===== src/timer_pkg.sv =====
// constants for the split and capture timer block
package timer_pkg;
   // register byte offsets
   localparam logic [7:0] CTRL_OFS = 8'h00;
   localparam logic [7:0] STATUS_OFS = 8'h04;
   localparam logic [7:0] MASK_OFS = 8'h08;
   localparam logic [7:0] COUNT_OFS = 8'h0c;
   localparam logic [7:0] RELOAD_OFS = 8'h10;
   // control register field positions
   localparam int RUN_BIT = 0;
   localparam int SPLIT_BIT = 1;
   localparam int CAPEN_BIT = 2;
   localparam int LOWIE_BIT = 3;
   localparam int SRC_LO_BIT = 4;
   localparam int SRC_HI_BIT = 5;
   localparam int HSEL_BIT = 6;
   localparam int LSEL_BIT = 7;
   localparam int TIE_BIT = 8;
   localparam int CTRL_W = 9;
   // status and mask field positions
   localparam int HFLAG_BIT = 0;
   localparam int LFLAG_BIT = 1;
   // reset values
   localparam logic [8:0] CTRL_RST = 9'h000;
   localparam logic [1:0] MASK_RST = 2'h3;
   localparam logic [15:0] COUNT_RST = 16'h0000;
   localparam logic [15:0] RELOAD_RST = 16'h0000;
   // external source encodings
   localparam logic [1:0] SRC_SYS12 = 2'h0;
   localparam logic [1:0] SRC_RTC8 = 2'h1;
   localparam logic [1:0] SRC_RSVD = 2'h2;
   localparam logic [1:0] SRC_CMP = 2'h3;
   // prescaler counts
   localparam logic [3:0] SYS_DIV = 4'hc;
   localparam logic [2:0] RTC_DIV_LAST = 3'h7;
   // byte roll-over point
   localparam logic [7:0] BYTE_MAX = 8'hff;
   // bus answers
   localparam logic [1:0] RESP_OKAY = 2'h0;
   localparam logic [1:0] RESP_SLVERR = 2'h2;
endpackage


===== src/tick_if.sv =====
// tick strobes passed from the prescaler to the timer core
`timescale 1ns/1ps
`default_nettype none
interface tick_if;
   logic sys12; // system clock divided by 12
   logic rtc8; // every eighth real-time clock rise
   logic cmp_rise; // comparator 0 rising edge
   modport src (output sys12, output rtc8, output cmp_rise);
   modport dst (input sys12, input rtc8, input cmp_rise);
endinterface
`default_nettype wire


===== src/timer_tick_gen.sv =====
// prescaler and edge detectors producing one-cycle tick enables
`timescale 1ns/1ps
`default_nettype none
module timer_tick_gen (
   input wire logic clk_in, // system clock
   input wire logic rst_n_in, // async reset, active low
   input wire logic rtc_in, // real-time clock level, synchronous
   input wire logic cmp_in, // comparator 0 output, synchronous
   tick_if.src ticks // tick strobes out
);
   logic [3:0] div12;
   logic [2:0] rtc_cnt;
   logic rtc_d;
   logic cmp_d;

   // ----------------------------------------
   // divide by 12
   // ----------------------------------------
   // terminal count gives one enable pulse every twelve system clocks
   always_ff @(posedge clk_in or negedge rst_n_in) begin
      if (!rst_n_in) begin
         div12 <= 4'h0;
         ticks.sys12 <= 1'b0;
      end else begin
         ticks.sys12 <= (div12 == timer_pkg::SYS_DIV - 4'h1);
         div12 <= (div12 == timer_pkg::SYS_DIV - 4'h1) ? 4'h0 : div12 + 4'h1;
      end
   end

   // ----------------------------------------
   // real-time clock and comparator edges
   // ----------------------------------------
   // inputs are synchronous, so one delay stage is enough for the edge
   always_ff @(posedge clk_in or negedge rst_n_in) begin
      if (!rst_n_in) begin
         rtc_d <= 1'b0;
         cmp_d <= 1'b0;
         rtc_cnt <= 3'h0;
         ticks.rtc8 <= 1'b0;
         ticks.cmp_rise <= 1'b0;
      end else begin
         rtc_d <= rtc_in;
         cmp_d <= cmp_in;
         ticks.cmp_rise <= cmp_in & ~cmp_d;
         ticks.rtc8 <= rtc_in & ~rtc_d & (rtc_cnt == timer_pkg::RTC_DIV_LAST);
         if (rtc_in & ~rtc_d) begin
            rtc_cnt <= rtc_cnt + 3'h1; // wraps after eight rises
         end
      end
   end
endmodule
`default_nettype wire


===== src/timer_split_capture.sv =====
// split 8-bit / 16-bit auto-reload timer with capture, AXI4-Lite slave
// Notes on behaviour
// RULE_01: split mode runs two 8-bit halves, each reloading on overflow.
// RULE_02: low reload feeds low half, high reload feeds high half.
// RULE_03: run control gates only the high half; low half always counts in split.
// RULE_04: clock select set picks system clock, else source field chooses the clock.
// RULE_05: halves have own clock-select bits and share the source field.
// RULE_06: high and low flags set on their half rolling 0xff to 0x00.
// RULE_07: with timer interrupt enabled, each high overflow requests interrupt.
// RULE_08: with low interrupt enable too, either overflow requests interrupt.
// RULE_09: hardware never clears the flags; software clears and inspects both.
// RULE_10: software sets capture enable and should use 16-bit auto-reload mode.
// RULE_11: capture on comparator rise or every 8 real-time clocks, per upper bit.
// RULE_12: capture copies the 16-bit count to reload and sets the high flag.
// RULE_13: upper bit 0 captures on real-time clock / 8; count keeps its clock.
// RULE_14: upper bit 1 captures on comparator rise; reserved code never ticks.
`timescale 1ns/1ps
`default_nettype none
module timer_split_capture (
   input wire logic CLK_IN, // 125 MHz system clock
   input wire logic RST_N_IN, // async reset, active low
   input wire logic RTC_IN, // real-time clock level
   input wire logic CMP0_IN, // comparator 0 output
   input wire logic AWVALID_IN, // write address valid
   output logic AWREADY_OUT, // write address ready
   input wire logic [31:0] AWADDR_IN, // write address
   input wire logic WVALID_IN, // write data valid
   output logic WREADY_OUT, // write data ready
   input wire logic [31:0] WDATA_IN, // write data
   input wire logic [3:0] WSTRB_IN, // write byte lanes
   output logic BVALID_OUT, // write response valid
   input wire logic BREADY_IN, // write response ready
   output logic [1:0] BRESP_OUT, // write response code
   input wire logic ARVALID_IN, // read address valid
   output logic ARREADY_OUT, // read address ready
   input wire logic [31:0] ARADDR_IN, // read address
   output logic RVALID_OUT, // read data valid
   input wire logic RREADY_IN, // read data ready
   output logic [31:0] RDATA_OUT, // read data
   output logic [1:0] RRESP_OUT, // read response code
   output logic IRQ_OUT // level interrupt, active high
);
   tick_if ticks ();
   logic [8:0] ctrl;
   logic [1:0] status;
   logic [1:0] mask;
   logic [15:0] count;
   logic [15:0] reload;
   logic [7:0] aw_addr;
   logic [31:0] w_data;
   logic [3:0] w_strb;
   logic aw_got;
   logic w_got;
   logic do_wr;
   logic wr_hit;
   logic rd_hit;
   logic [31:0] rd_word;
   logic tick_l;
   logic tick_h;
   logic cap_evt;
   logic ovf_l;
   logic ovf_h;
   logic [15:0] next_count;
   logic [1:0] irq_src;
   // per-register write strobes and merged write words
   logic [31:0] ctrl_m;
   logic [31:0] count_m;
   logic [31:0] reload_m;
   logic wr_ctrl;
   logic wr_status;
   logic wr_mask;
   logic wr_count;
   logic wr_reload;
   logic clr_h;
   logic clr_l;

   // ----------------------------------------
   // helpers
   // ----------------------------------------
   // selected tick for one half; reserved code yields no tick
   function automatic logic pick_tick(input logic use_sys, input logic [1:0] src,
                                      input logic t12, input logic t8, input logic tc);
      logic t;
      t = 1'b0;
      if (use_sys) begin
         t = 1'b1; // RULE_04
      end else begin
         unique case (src)
            timer_pkg::SRC_SYS12: t = t12;
            timer_pkg::SRC_RTC8: t = t8;
            timer_pkg::SRC_RSVD: t = 1'b0; // RULE_14
            timer_pkg::SRC_CMP: t = tc;
         endcase
      end
      return t;
   endfunction

   // byte-lane merge of a write into a register word
   function automatic logic [31:0] merge(input logic [31:0] old, input logic [31:0] d,
                                         input logic [3:0] s);
      logic [31:0] r;
      r = old;
      for (int i = 0; i < 4; i++) begin
         if (s[i]) begin
            r[8*i +: 8] = d[8*i +: 8];
         end
      end
      return r;
   endfunction

   // ----------------------------------------
   // tick sources
   // ----------------------------------------
   timer_tick_gen u_ticks (
      .clk_in(CLK_IN),
      .rst_n_in(RST_N_IN),
      .rtc_in(RTC_IN),
      .cmp_in(CMP0_IN),
      .ticks(ticks.src)
   );

   // each half picks its own clock from the shared source field
   // both halves share the field, so only one external source serves at a time
   assign tick_l = pick_tick(ctrl[timer_pkg::LSEL_BIT], // RULE_05
                             ctrl[timer_pkg::SRC_HI_BIT:timer_pkg::SRC_LO_BIT],
                             ticks.sys12, ticks.rtc8, ticks.cmp_rise);
   assign tick_h = pick_tick(ctrl[timer_pkg::HSEL_BIT], // RULE_05
                             ctrl[timer_pkg::SRC_HI_BIT:timer_pkg::SRC_LO_BIT],
                             ticks.sys12, ticks.rtc8, ticks.cmp_rise);

   // capture source follows only the upper source bit
   assign cap_evt = ctrl[timer_pkg::CAPEN_BIT] & // RULE_11
                    (ctrl[timer_pkg::SRC_HI_BIT] ? ticks.cmp_rise : ticks.rtc8); // RULE_13 RULE_14

   // ----------------------------------------
   // counter next state
   // ----------------------------------------
   // split mode: independent bytes; otherwise one 16-bit reload counter
   // capture is meant for 16-bit mode, but split mode still takes the snapshot
   always_comb begin
      next_count = count;
      ovf_l = 1'b0;
      ovf_h = 1'b0;
      if (ctrl[timer_pkg::SPLIT_BIT]) begin
         if (tick_l) begin // RULE_03
            ovf_l = (count[7:0] == timer_pkg::BYTE_MAX); // RULE_06
            next_count[7:0] = ovf_l ? reload[7:0] : count[7:0] + 8'h01; // RULE_01 RULE_02
         end
         if (tick_h && ctrl[timer_pkg::RUN_BIT]) begin // RULE_03
            ovf_h = (count[15:8] == timer_pkg::BYTE_MAX); // RULE_06
            next_count[15:8] = ovf_h ? reload[15:8] : count[15:8] + 8'h01; // RULE_01 RULE_02
         end
      end else if (tick_l && ctrl[timer_pkg::RUN_BIT]) begin
         ovf_l = (count[7:0] == timer_pkg::BYTE_MAX);
         ovf_h = (count == 16'hffff);
         next_count = ovf_h ? reload : count + 16'h0001;
      end
   end

   // ----------------------------------------
   // bus write channels
   // ----------------------------------------
   // address and data are taken in either order; the write fires once both are held
   assign do_wr = aw_got & w_got & ~BVALID_OUT;

   always_ff @(posedge CLK_IN or negedge RST_N_IN) begin
      if (!RST_N_IN) begin
         AWREADY_OUT <= 1'b1;
         aw_got <= 1'b0;
         aw_addr <= 8'h00;
      end else if (AWREADY_OUT && AWVALID_IN) begin
         AWREADY_OUT <= 1'b0;
         aw_got <= 1'b1;
         // anything above the map folds onto an unmapped offset, so it answers an error
         aw_addr <= (AWADDR_IN[31:8] == 24'h000000) ? AWADDR_IN[7:0] : 8'hff;
      end else if (BVALID_OUT && BREADY_IN) begin
         AWREADY_OUT <= 1'b1;
         aw_got <= 1'b0;
      end
   end

   always_ff @(posedge CLK_IN or negedge RST_N_IN) begin
      if (!RST_N_IN) begin
         WREADY_OUT <= 1'b1;
         w_got <= 1'b0;
         w_data <= 32'h00000000;
         w_strb <= 4'h0;
      end else if (WREADY_OUT && WVALID_IN) begin
         WREADY_OUT <= 1'b0;
         w_got <= 1'b1;
         w_data <= WDATA_IN;
         w_strb <= WSTRB_IN;
      end else if (BVALID_OUT && BREADY_IN) begin
         WREADY_OUT <= 1'b1;
         w_got <= 1'b0;
      end
   end

   // address decode for writes; upper address bits must be zero to hit
   always_comb begin
      unique case (aw_addr)
         timer_pkg::CTRL_OFS, timer_pkg::STATUS_OFS, timer_pkg::MASK_OFS,
         timer_pkg::COUNT_OFS, timer_pkg::RELOAD_OFS: wr_hit = 1'b1;
         default: wr_hit = 1'b0;
      endcase
   end

   // one strobe per register; a missed address leaves every register untouched
   assign wr_ctrl = do_wr && aw_addr == timer_pkg::CTRL_OFS;
   assign wr_status = do_wr && aw_addr == timer_pkg::STATUS_OFS && w_strb[0];
   assign wr_mask = do_wr && aw_addr == timer_pkg::MASK_OFS && w_strb[0];
   assign wr_count = do_wr && aw_addr == timer_pkg::COUNT_OFS;
   assign wr_reload = do_wr && aw_addr == timer_pkg::RELOAD_OFS;
   // write-one-clear requests for the two flags
   assign clr_h = wr_status && w_data[timer_pkg::HFLAG_BIT];
   assign clr_l = wr_status && w_data[timer_pkg::LFLAG_BIT];

   // merged words are kept whole here, so the registers take a plain part-select
   assign ctrl_m = merge({23'h000000, ctrl}, w_data, w_strb);
   assign count_m = merge({16'h0000, count}, w_data, w_strb);
   assign reload_m = merge({16'h0000, reload}, w_data, w_strb);

   // response one cycle after both halves of the write are held
   // error writes still answer, so a master never hangs on a bad address
   always_ff @(posedge CLK_IN or negedge RST_N_IN) begin
      if (!RST_N_IN) begin
         BVALID_OUT <= 1'b0;
         BRESP_OUT <= timer_pkg::RESP_OKAY;
      end else if (do_wr) begin
         BVALID_OUT <= 1'b1;
         BRESP_OUT <= wr_hit ? timer_pkg::RESP_OKAY : timer_pkg::RESP_SLVERR;
      end else if (BVALID_OUT && BREADY_IN) begin
         BVALID_OUT <= 1'b0;
      end
   end

   // ----------------------------------------
   // registers
   // ----------------------------------------
   // control: software steers mode, clocks and run gating
   always_ff @(posedge CLK_IN or negedge RST_N_IN) begin
      if (!RST_N_IN) begin
         ctrl <= timer_pkg::CTRL_RST;
      end else if (wr_ctrl) begin
         ctrl <= ctrl_m[8:0];
      end
   end

   always_ff @(posedge CLK_IN or negedge RST_N_IN) begin
      if (!RST_N_IN) begin
         mask <= timer_pkg::MASK_RST;
      end else if (wr_mask) begin
         mask <= w_data[1:0];
      end
   end

   // flags: only a written one clears; a same-cycle event wins over the clear
   always_ff @(posedge CLK_IN or negedge RST_N_IN) begin
      if (!RST_N_IN) begin
         status <= 2'h0;
      end else begin
         status[timer_pkg::HFLAG_BIT] <= ovf_h | cap_evt | // RULE_06 RULE_12
            (status[timer_pkg::HFLAG_BIT] & ~clr_h); // RULE_09
         status[timer_pkg::LFLAG_BIT] <= ovf_l | // RULE_06
            (status[timer_pkg::LFLAG_BIT] & ~clr_l); // RULE_09
      end
   end

   // counter: a software write takes priority over a tick in the same cycle
   always_ff @(posedge CLK_IN or negedge RST_N_IN) begin
      if (!RST_N_IN) begin
         count <= timer_pkg::COUNT_RST;
      end else if (wr_count) begin
         count <= count_m[15:0];
      end else begin
         count <= next_count;
      end
   end

   // reload: a capture snapshot beats a software write, so no capture is lost
   always_ff @(posedge CLK_IN or negedge RST_N_IN) begin
      if (!RST_N_IN) begin
         reload <= timer_pkg::RELOAD_RST;
      end else if (cap_evt) begin
         reload <= count; // RULE_12
      end else if (wr_reload) begin
         reload <= reload_m[15:0];
      end
   end

   // ----------------------------------------
   // interrupt
   // ----------------------------------------
   // low flag only contributes when its own enable is set
   assign irq_src[timer_pkg::HFLAG_BIT] = status[timer_pkg::HFLAG_BIT]; // RULE_07
   assign irq_src[timer_pkg::LFLAG_BIT] = status[timer_pkg::LFLAG_BIT] &
                                          ctrl[timer_pkg::LOWIE_BIT]; // RULE_08

   // registered so the pin never glitches while flags, mask and enables settle
   always_ff @(posedge CLK_IN or negedge RST_N_IN) begin
      if (!RST_N_IN) begin
         IRQ_OUT <= 1'b0;
      end else begin
         IRQ_OUT <= ctrl[timer_pkg::TIE_BIT] & |(irq_src & mask); // RULE_07 RULE_08
      end
   end

   // ----------------------------------------
   // bus read channel
   // ----------------------------------------
   // read mux on the incoming address; unmapped words read zero with an error
   // decoding the live address lets the data follow the address with no wait state
   always_comb begin
      rd_word = 32'h00000000;
      rd_hit = 1'b1;
      if (ARADDR_IN[31:8] != 24'h000000) begin
         rd_hit = 1'b0;
      end else begin
         unique case (ARADDR_IN[7:0])
            timer_pkg::CTRL_OFS: rd_word = {23'h000000, ctrl};
            timer_pkg::STATUS_OFS: rd_word = {30'h00000000, status};
            timer_pkg::MASK_OFS: rd_word = {30'h00000000, mask};
            timer_pkg::COUNT_OFS: rd_word = {16'h0000, count};
            timer_pkg::RELOAD_OFS: rd_word = {16'h0000, reload};
            default: rd_hit = 1'b0;
         endcase
      end
   end

   always_ff @(posedge CLK_IN or negedge RST_N_IN) begin
      if (!RST_N_IN) begin
         ARREADY_OUT <= 1'b1;
         RVALID_OUT <= 1'b0;
         RDATA_OUT <= 32'h00000000;
         RRESP_OUT <= timer_pkg::RESP_OKAY;
      end else if (ARREADY_OUT && ARVALID_IN) begin
         ARREADY_OUT <= 1'b0;
         RVALID_OUT <= 1'b1;
         RDATA_OUT <= rd_word;
         RRESP_OUT <= rd_hit ? timer_pkg::RESP_OKAY : timer_pkg::RESP_SLVERR;
      end else if (RVALID_OUT && RREADY_IN) begin
         RVALID_OUT <= 1'b0;
         ARREADY_OUT <= 1'b1;
      end
   end
endmodule
`default_nettype wire


===== config.mk =====
export PLATFORM = sky130hd
export DESIGN_NAME = timer_split_capture
export DESIGN_NICKNAME = d
export VERILOG_FILES = /design/src/timer_pkg.sv /design/src/tick_if.sv /design/src/timer_tick_gen.sv /design/src/timer_split_capture.sv
export SDC_FILE = /design/constraint.sdc
export NUM_CORES = 1
export LEC_CHECK = 0
export BUFFER_PORTS_ARGS = -buffer_cell sky130_fd_sc_hd__buf_4
export CORE_MARGIN = 5
export CORE_UTILIZATION = 40
export CTS_BUF_LIST = sky130_fd_sc_hd__clkbuf_4 sky130_fd_sc_hd__clkbuf_8 sky130_fd_sc_hd__clkbuf_16
export DETAILED_ROUTE_END_ITERATION = 6
export GPL_TIMING_DRIVEN = 1
export SYNTH_ARGS = -nofsm -noshare
export SYNTH_HDL_FRONTEND = slang
export SYNTH_SLANG_ARGS = --single-unit

===== constraint.sdc =====
create_clock -name CLK_IN -period 3.5 [get_ports CLK_IN]
set_clock_uncertainty 0.05 [all_clocks]
set_input_delay 0.7 -clock CLK_IN [delete_from_list [all_inputs] [get_ports CLK_IN]]
set_output_delay 0.7 -clock CLK_IN [all_outputs]
set_load 0.05 [all_outputs]

Yosys cells after proc, flatten, opt, wreduce, memory -nomap -nowiden

Cells that the tools add are included.

$add $sub $neg: 5
Eq/ne operators: 20
Multiplexer cells: 42
Bitwise operators: 19
Reductions and logical operators: 38

Operator list:

| kind                                                   | count |
|---|---|
| 2-to-1 mux 16 bit                                      | 7 |
| case mux 16 bit (5 select lines)                       | 1 |
| 2-to-1 mux 8 bit                                       | 7 |
| equality test 8 x 4 -> 1 bit (second input constant)   | 4 |
| logical NOT 24 bit                                     | 1 |
| nonzero test 24 bit                                    | 1 |
| 2-to-1 mux 1 bit                                       | 23 |
| adder 16 x 1 -> 16 bit (second input constant)         | 1 |
| adder 8 x 1 -> 8 bit (second input constant)           | 2 |
| equality test 16 bit (second input constant)           | 1 |
| equality test 8 x 3 -> 1 bit (second input constant)   | 2 |
| equality test 8 x 5 -> 1 bit (second input constant)   | 2 |
| equality test 8 bit (second input constant)            | 2 |
| logical AND 1 bit                                      | 16 |
| logical NOT 8 bit                                      | 2 |
| nonzero test 2 bit                                     | 7 |
| AND 1 bit                                              | 10 |
| OR reduction 5 bit                                     | 2 |
| AND reduction 2 bit                                    | 4 |
| inequality test 3 x 1 -> 1 bit (second input constant) | 2 |
| AND reduction 3 bit                                    | 2 |
| inverter 1 bit                                         | 5 |
| adder 4 x 1 -> 4 bit (second input constant)           | 1 |
| equality test 2 bit (second input constant)            | 2 |
| 13 further kinds                                       | 17 |

Bits in registers: 127
Input bits: 109
Output and inout bits: 42

Depth between registers and ports, before layout

Gate-level depths: netlist (run 1).

Word-level depth: 8
Depth in mapped cells: 8
Mapped depth without buffers: 6

Modules after synthesis

From an unflattened synthesis (run 1), not the netlist that was laid out.

Cell total of the unflattened synthesis: 555
Area total of the unflattened synthesis: 5,691.7 µm²

Modules (own cells, without submodules):

| module              | instances | cells an instance | area an instance (µm²) | seq. area each (µm²) |
|---|---|---|---|---|
| timer_split_capture | 1         | 525               | 5,223.8                | 2,433.6 |
| timer_tick_gen      | 1         | 30                | 467.9                  | 300.3 |

Worst setup path before layout (run 1)

OpenSTA, ideal clock, no wires.

Path type: in2reg
From: input port ARADDR_IN[5]
To: register RDATA_OUT[6]
Setup time: 0.083 ns
Data arrival time: 2.324 ns
Data required time: 3.367 ns
Slack: 1.044 ns
Stages on the path: 7
Cells stage by stage: or4_1 nor3_1 and3_1 clkbuf_1 buf_2 a222oi_1 o21ai_0

Longest elaborated chain between the ends: 3

RTL lines:

| element                                                    | line                       | text |
|---|---|---|
| from (decl)                                                | timer_split_capture.sv:36  | `input wire logic [31:0] ARADDR_IN,` |
| equality test 8 x 5 -> 1 bit, or another cell as far along | timer_split_capture.sv:319 | `unique case (ARADDR_IN[7:0])` |
| case mux 16 bit (5 select lines) (*)                       | timer_split_capture.sv:319 |  |
| 2-to-1 mux 16 bit (*)                                      | timer_split_capture.sv:316 | `if (ARADDR_IN[31:8] != 24'h000000) begin` |
| to (signal assigned)                                       | timer_split_capture.sv:339 | `RDATA_OUT <= rd_word;` |
| to (decl)                                                  | timer_split_capture.sv:39  | `output logic [31:0] RDATA_OUT,` |

Mark *: on every way between the ends. The rest lies on a longest branch, timed or not.
A chain may end at the register's enable or synchronous reset.

Worst setup path after layout (run 1)

From: register aw_addr[4]
To: register count[15]

Longest elaborated chain between the ends: 4

RTL lines:

| element                                                                | line                       | text |
|---|---|---|
| from (decl)                                                            | timer_split_capture.sv:49  | `logic [7:0] aw_addr;` |
| from (signal assigned)                                                 | timer_split_capture.sv:175 | `aw_addr <= (AWADDR_IN[31:8] == 24'h000000) ? AWADDR_IN[7:0] : 8'hff;` |
| equality test 8 x 4 -> 1 bit (*)                                       | timer_split_capture.sv:212 | `assign wr_count = do_wr && aw_addr == timer_pkg::COUNT_OFS;` |
| logical AND 1 bit (*)                                                  | timer_split_capture.sv:212 |  |
| inequality test 3 x 1 -> 1 bit (no line), or another cell as far along | n/a                        |  |
| AND reduction 3 bit (no line)                                          | n/a                        |  |
| to (signal assigned)                                                   | timer_split_capture.sv:272 | `count <= timer_pkg::COUNT_RST;` |
| to (signal assigned)                                                   | timer_split_capture.sv:274 | `count <= count_m[15:0];` |
| to (signal assigned)                                                   | timer_split_capture.sv:276 | `count <= next_count;` |
| to (decl)                                                              | timer_split_capture.sv:47  | `logic [15:0] count;` |

Marked as above.

==> metrics.cfg, run 1 <==
[global_routing]
antenna_found_initial=0
grt_pass1_vias=4788
grt_first_pass_wirelength_um=24700
overflow=0
track_usage_pct=18.6
grt_max_degree=88

[yosys]
synth_ff_type=dfrtp_1
postSynthAreaPerCell_um2=10.0
ys_warn_count=0
seq_area_frac_synth_pct=47.7
synth.distinct_cells=65
syn_inst=571
synth_edf_count=0
ys_ff_latch=109
synth_area_mm2=0.00574
async_flop_share_pct=100

[sta]
max_clock_freq_mhz=376
post-route-period-util_pct=76.1
finalCriticalPeriod_ns=2.66
tightest_slew_ns=0.891
setup_viol_count_final=0
slew_violations=0
relSlewSlack_pct=40.2
rsz0062_at_grt=false
tns_ns=0
finalHoldViolCount=0

[clocking]
clk_path_buf_depth=2
clk_latency_ns=0.36
clk_pin_slew_ns=0.07
cts_num_sinks=109
cts-buffers-inserted=9
cts_root_buffer=clkbuf_16
cts_tree=done
post_cts_buffers=0
htreeDepth=3
ctsHoldBuffers=0
post_cts_resized=0

[routing]
routed_via_density=5.63
wl_met2_um=6940
drtPass1Iterations=5
dr_wl_met3_um=1240
drtIter0Drc=246
wire_per_inst_um=17.9
drt-total-wl_um=15300
vias=4816
ant_nets=0
m1WireLength_um=6840
dr.max_layer_used=met4
remaining_drc_errors=0

[layout]
instances_no_fill=856
multi_input_area_mm2=0.00274
mostFrequentLayoutCells=buf_4, dfrtp_1, nand2_1
utilization_pct=49.9
n_antenna_cell=0
final-seq-area_mm2=0.00273
area_growth_pct=21.8
fin_nets=785
drive_above_1_share_pct=27.8
layout_commonest_cell=buf_4
fillers=1306

[place]
gp_congestion=0.866
io_buffer_count=114
place_inst=840
hpwlAfterDp_um=11600

[outcome]
status=finished, final reports clean

[critical_path]
rr_worst_depth=5
cp_cell_sequence=or4_4, nor4b_2, nand2_1, and2_1, a221o_1
critPathArrivalTime_ns=2.86
rrSetupSlack_ns=0.84
slowest_stage=or4_4
crit_fanout=8
end_kind=flip-flop
rr_startpoint=aw_addr[4]
critical-path-max-stage-delay_ns=0.59
critPathLaunchType=flip-flop
critPathKind=flip-flop to flip-flop
crit_required_ns=3.70
r2r_end=count[15]

[floorplan]
start_util_pct=41.0
die_y_um=130
core.rowCount=43
core_mm2=0.0140
die-area_mm2=0.0168
io_pins=151
die_w_um=130

[worst_hold_path]
hp-class=primary input to asynchronous set/reset pin

[pwr]
p_leak_nw=3.08
peakVddDrop_mv=0.304
p_per_area_mw_per_mm2=468

[run]
max-cap-violations=0

==> Yosys cell counts (5+ instances only) <==
library cell | n | area [um2]
a21oi_1 | 20 | 100
a222oi_1 | 7 | 70.1
a22oi_1 | 10 | 75.1
a31oi_1 | 5 | 31.3
and2_1 | 6 | 37.5
and3_1 | 10 | 62.6
buf_4 | 19 | 143
clkbuf_1 | 24 | 90.1
dfrtp_1 | 104 | 2600
dfstp_2 | 5 | 131
ha_1 | 5 | 62.6
inv_1 | 14 | 52.6
mux2_2 | 33 | 372
mux2i_1 | 19 | 190
nand2_1 | 66 | 248
nand3_1 | 20 | 100
nand4_1 | 8 | 50.1
nor2_1 | 26 | 97.6
nor3_1 | 6 | 30.0
nor4_1 | 15 | 93.8
o21ai_0 | 48 | 240
o22a_1 | 10 | 87.6
o31ai_1 | 6 | 45.0
xnor2_1 | 8 | 70.1
==> power by group <==
group	switching, mW	leakage, nW	internal [mW]	total (mW)
clock	0.478	0.139	0.568	1.05
sequential	0.200	1.39	1.44	1.64
combinational	0.300	1.56	0.291	0.591
total	0.978	3.08	2.29	3.27
==> stage by stage <==
step	power, mW	setup WS (ns)	area [um2]	hold slack (ns)
after global routing	3.43	0.763	6990	0.194
after floorplan	2.00	1.04	5800	0.328
final	3.27	0.837	6990	0.180
after CTS	3.31	0.881	6990	0.184
after global placement	2.23	0.747	6680	0.339
after detailed placement	2.26	0.714	6680	0.340
==> flip-flops by register name, indices dropped and copies added, names as in the netlist, 2 cells and up <==
name / flops
RDATA_OUT: 16
reload: 16
ctrl: 9
mask: 2
w_strb: 2
u_ticks.rtc_cnt: 3
w_data: 16
aw_addr: 8
count: 16
status: 2
u_ticks.div12: 4
==> critical path, delay by kind of cell, from the launching register on <==
family,cells,cell delay (ns)
AO/OA/AOI/OAI,1,0.37
flip-flops,1,0.41
AND/OR/NAND/NOR,4,1.72
==> logic make-up (layout without fill, tap and decap cells) <==
family                   after synthesis  count (layout)  synth area share [%]
AND/OR/NAND/NOR                      185             185                  16.8
AO/OA/AOI/OAI                        141             141                  16.4
flip-flops                           109             109                  47.7
buffers and inverters                 65             153                  5.74
multiplexers                          54              54                  10.6
XOR/XNOR                              11              11                  1.68
adder cells (fa/ha/maj)                5               5                  1.09
other                                  1              18                0.0654
==> cell type report <==
| class | count | area share [%] |
|---|---|---|
| Sequential cell | 109 | 39.1 |
| Timing Repair Buffer | 123 | 13.4 |
| Tap cell | 180 | 3.22 |
| Inverter | 14 | 0.752 |
| Multi-Input combinational cell | 414 | 39.2 |
| Clock buffer | 10 | 3.33 |
| Clock inverter | 6 | 1.00 |
==> layer usage <==
| layer | global-route usage [%] | vias up |
|---|---|---|
| met5 | 0 | - |
| met4 | 6.66 | 0 |
| met3 | 3.52 | 25 |
| met2 | 29.4 | 198 |
| met1 | 25.8 | 2315 |
| li1 | - | 2278 |
==> worst max path at each step <==
| stage | slack, ns | startpoint | end |
|---|---|---|---|
| floorplan | 1.04 | ARADDR_IN[5] | RDATA_OUT[6] |
| global placement | 0.75 | ARADDR_IN[5] | RDATA_OUT[5] |
| detailed placement | 0.71 | ARADDR_IN[5] | RDATA_OUT[8] |
| CTS | 0.88 | aw_addr[4] | count[15] |
| global route | 0.76 | aw_addr[4] | count[15] |
| finish | 0.84 | aw_addr[4] | count[15] |
Power figures use the tool's default switching activity.
==> inputs of run 2 (changes only) <==
- clock period: 3.5 -> 2.77 ns (I/O delays scaled with it)
==> run 2 against run 1 <==
  * Wire length grew 1.7%
  * Cell area grew 0.61%
  * Register-to-register slack lost 0.62 ns
  * Power grew 27%
==> metrics.cfg, run 2 (synthesis results as in run 1) <==
[critical_path]
rr_worst_depth=5  ; unchanged
rr_startpoint=aw_addr[4]
r2r_end=count[14]
crit_fanout=16  ; +8
critPathLaunchType=flip-flop
end_kind=flip-flop
crit_required_ns=2.94  ; -0.76 ns
critPathArrivalTime_ns=2.73  ; -0.13 ns
rrSetupSlack_ns=0.22  ; -0.62 ns
critPathKind=flip-flop to flip-flop

[layout]
multi_input_area_mm2=0.00274  ; unchanged
fin_nets=791  ; +0.76%
final_area_mm2=0.00703  ; +0.61%
area_growth_pct=22.6
n_antenna_cell=0  ; unchanged
final-seq-area_mm2=0.00273  ; unchanged
mostFrequentLayoutCells=buf_4, dfrtp_1, nand2_1
layout_commonest_cell=buf_4
fillers=1319  ; +1.0%
drive_above_1_share_pct=28.4  ; +0.64 points

[routing]
routed_via_density=5.61  ; -0.24%
drtPass1Iterations=6  ; +1
wire_per_inst_um=18.1  ; +0.97%
remaining_drc_errors=0  ; unchanged
vias=4838  ; +0.46%
drt-total-wl_um=15600  ; +1.7%
drtIter0Drc=343  ; +39%
ant_nets=0  ; unchanged

[pwr]
p_leak_nw=3.12  ; +1.3%
p_per_area_mw_per_mm2=589  ; +26%
peakVddDrop_mv=0.444  ; +46%

[floorplan]
die_w_um=130  ; unchanged
start_util_pct=41.0  ; unchanged
io_pins=151  ; unchanged
core.rowCount=43  ; unchanged
die_y_um=130  ; unchanged
die-area_mm2=0.0168  ; unchanged
core_mm2=0.0140  ; unchanged

[sta]
slew_violations=0  ; unchanged
max_clock_freq_mhz=391  ; +4.2%
rsz0062_at_grt=false
setup_viol_count_final=0  ; unchanged
post-route-period-util_pct=92.2  ; +16 points
finalCriticalPeriod_ns=2.55  ; -0.108 ns
tightest_slew_ns=1.14  ; +0.249 ns
relSlewSlack_pct=23.8  ; -16 points
tns_ns=0  ; unchanged
finalHoldViolCount=0  ; unchanged

[place]
hpwlAfterDp_um=11700  ; +0.91%
gp_congestion=0.903  ; +4.3%
io_buffer_count=114  ; unchanged
dpl_cell_area_mm2=0.00673  ; +0.67%

[global_routing]
track_usage_pct=18.8  ; +0.20 points
grt_first_pass_wirelength_um=24800  ; +0.70%
grt_max_degree=84  ; -4.5%
antenna_found_initial=0  ; unchanged
overflow=0  ; unchanged
grt_pass1_vias=4777  ; -0.23%

[clocking]
cts_num_sinks=109  ; unchanged
clk_pin_slew_ns=0.07  ; about the same
ctsHoldBuffers=0  ; unchanged
clk_path_buf_depth=2  ; unchanged
post_cts_resized=0  ; unchanged
cts-buffers-inserted=9  ; unchanged
post_cts_buffers=0  ; unchanged
htreeDepth=3  ; unchanged
clk_latency_ns=0.36  ; about the same
cts_root_buffer=clkbuf_16
cts_tree=done

[worst_hold_path]
hp-class=primary input to asynchronous set/reset pin

[outcome]
status=finished, final reports clean

[run]
max-cap-violations=0  ; unchanged

[run 2: cell count changes in the layout (fill, tap and decap cells not counted)]
cell / previous run / this run
buf_4: 122 / 128
clkinv_2: 0 / 3
clkinvlp_4: 3 / 1
clkbuf_4: 1 / 0
clkbuf_8: 0 / 1
inv_6: 2 / 1
[run 2: worst max-delay path by stage]
stage / start / endpoint / slack, ns
4_1_cts: aw_addr[4] / count[15] / 0.23
6_report: aw_addr[4] / count[14] / 0.22
3_5_place_dp: ARADDR_IN[5] / RDATA_OUT[7] / 0.23
2_1_floorplan: ARADDR_IN[5] / RDATA_OUT[6] / 0.46
5_1_grt: aw_addr[4] / count[11] / 0.13
3_3_place_gp: aw_addr[4] / count[10] / 0.25
[run 2: per-layer routing]
metal / vias to the layer above / wire [um] / GRT usage, %
met2: 220 / 7070 / 29.1
met5: - / 0 / 0
met4: 0 / 231 / 6.48
li1: 2282 / - / -
met3: 15 / 1370 / 3.60
met1: 2321 / 6910 / 26.6
[run 2: worst max-delay path, cell delays in order (launching register included)]
cell and delay (ns):
dfrtp_1 0.41, or4_4 0.59, or4_4 0.69, o211ai_4 0.21
and2_1 0.34, o31ai_1 0.13
[run 2: final cells by class]
class | count | share of cell area (%)
Inverter | 14 | 0.748
Timing Repair Buffer | 129 | 14.0
Clock inverter | 6 | 0.872
Sequential cell | 109 | 38.9
Clock buffer | 10 | 3.40
Tap cell | 180 | 3.20
Multi-Input combinational cell | 414 | 38.9
[run 2: metrics by stage]
step / total power [mW] / setup slack [ns] / std cells / utilization [%] / hold slack (ns)
global route: 4.35 / 0.130 / 862 / 50.3 / 0.0736
finish: 4.14 / 0.216 / 862 / 50.3 / 0.0475
detailed placement: 2.87 / 0.226 / 846 / 48.1 / 0.338
global placement: 2.83 / 0.247 / 846 / 48.1 / 0.335
CTS: 4.19 / 0.226 / 862 / 50.3 / 0.0543
floorplan: 2.53 / 0.460 / 588 / - / 0.208
[run 2: power breakdown]
group | total (mW) | leakage (nW) | internal (mW) | switching [mW]
Combinational | 0.764 | 1.59 | 0.377 | 0.387
Sequential | 2.06 | 1.39 | 1.81 | 0.249
Clock | 1.31 | 0.149 | 0.724 | 0.590
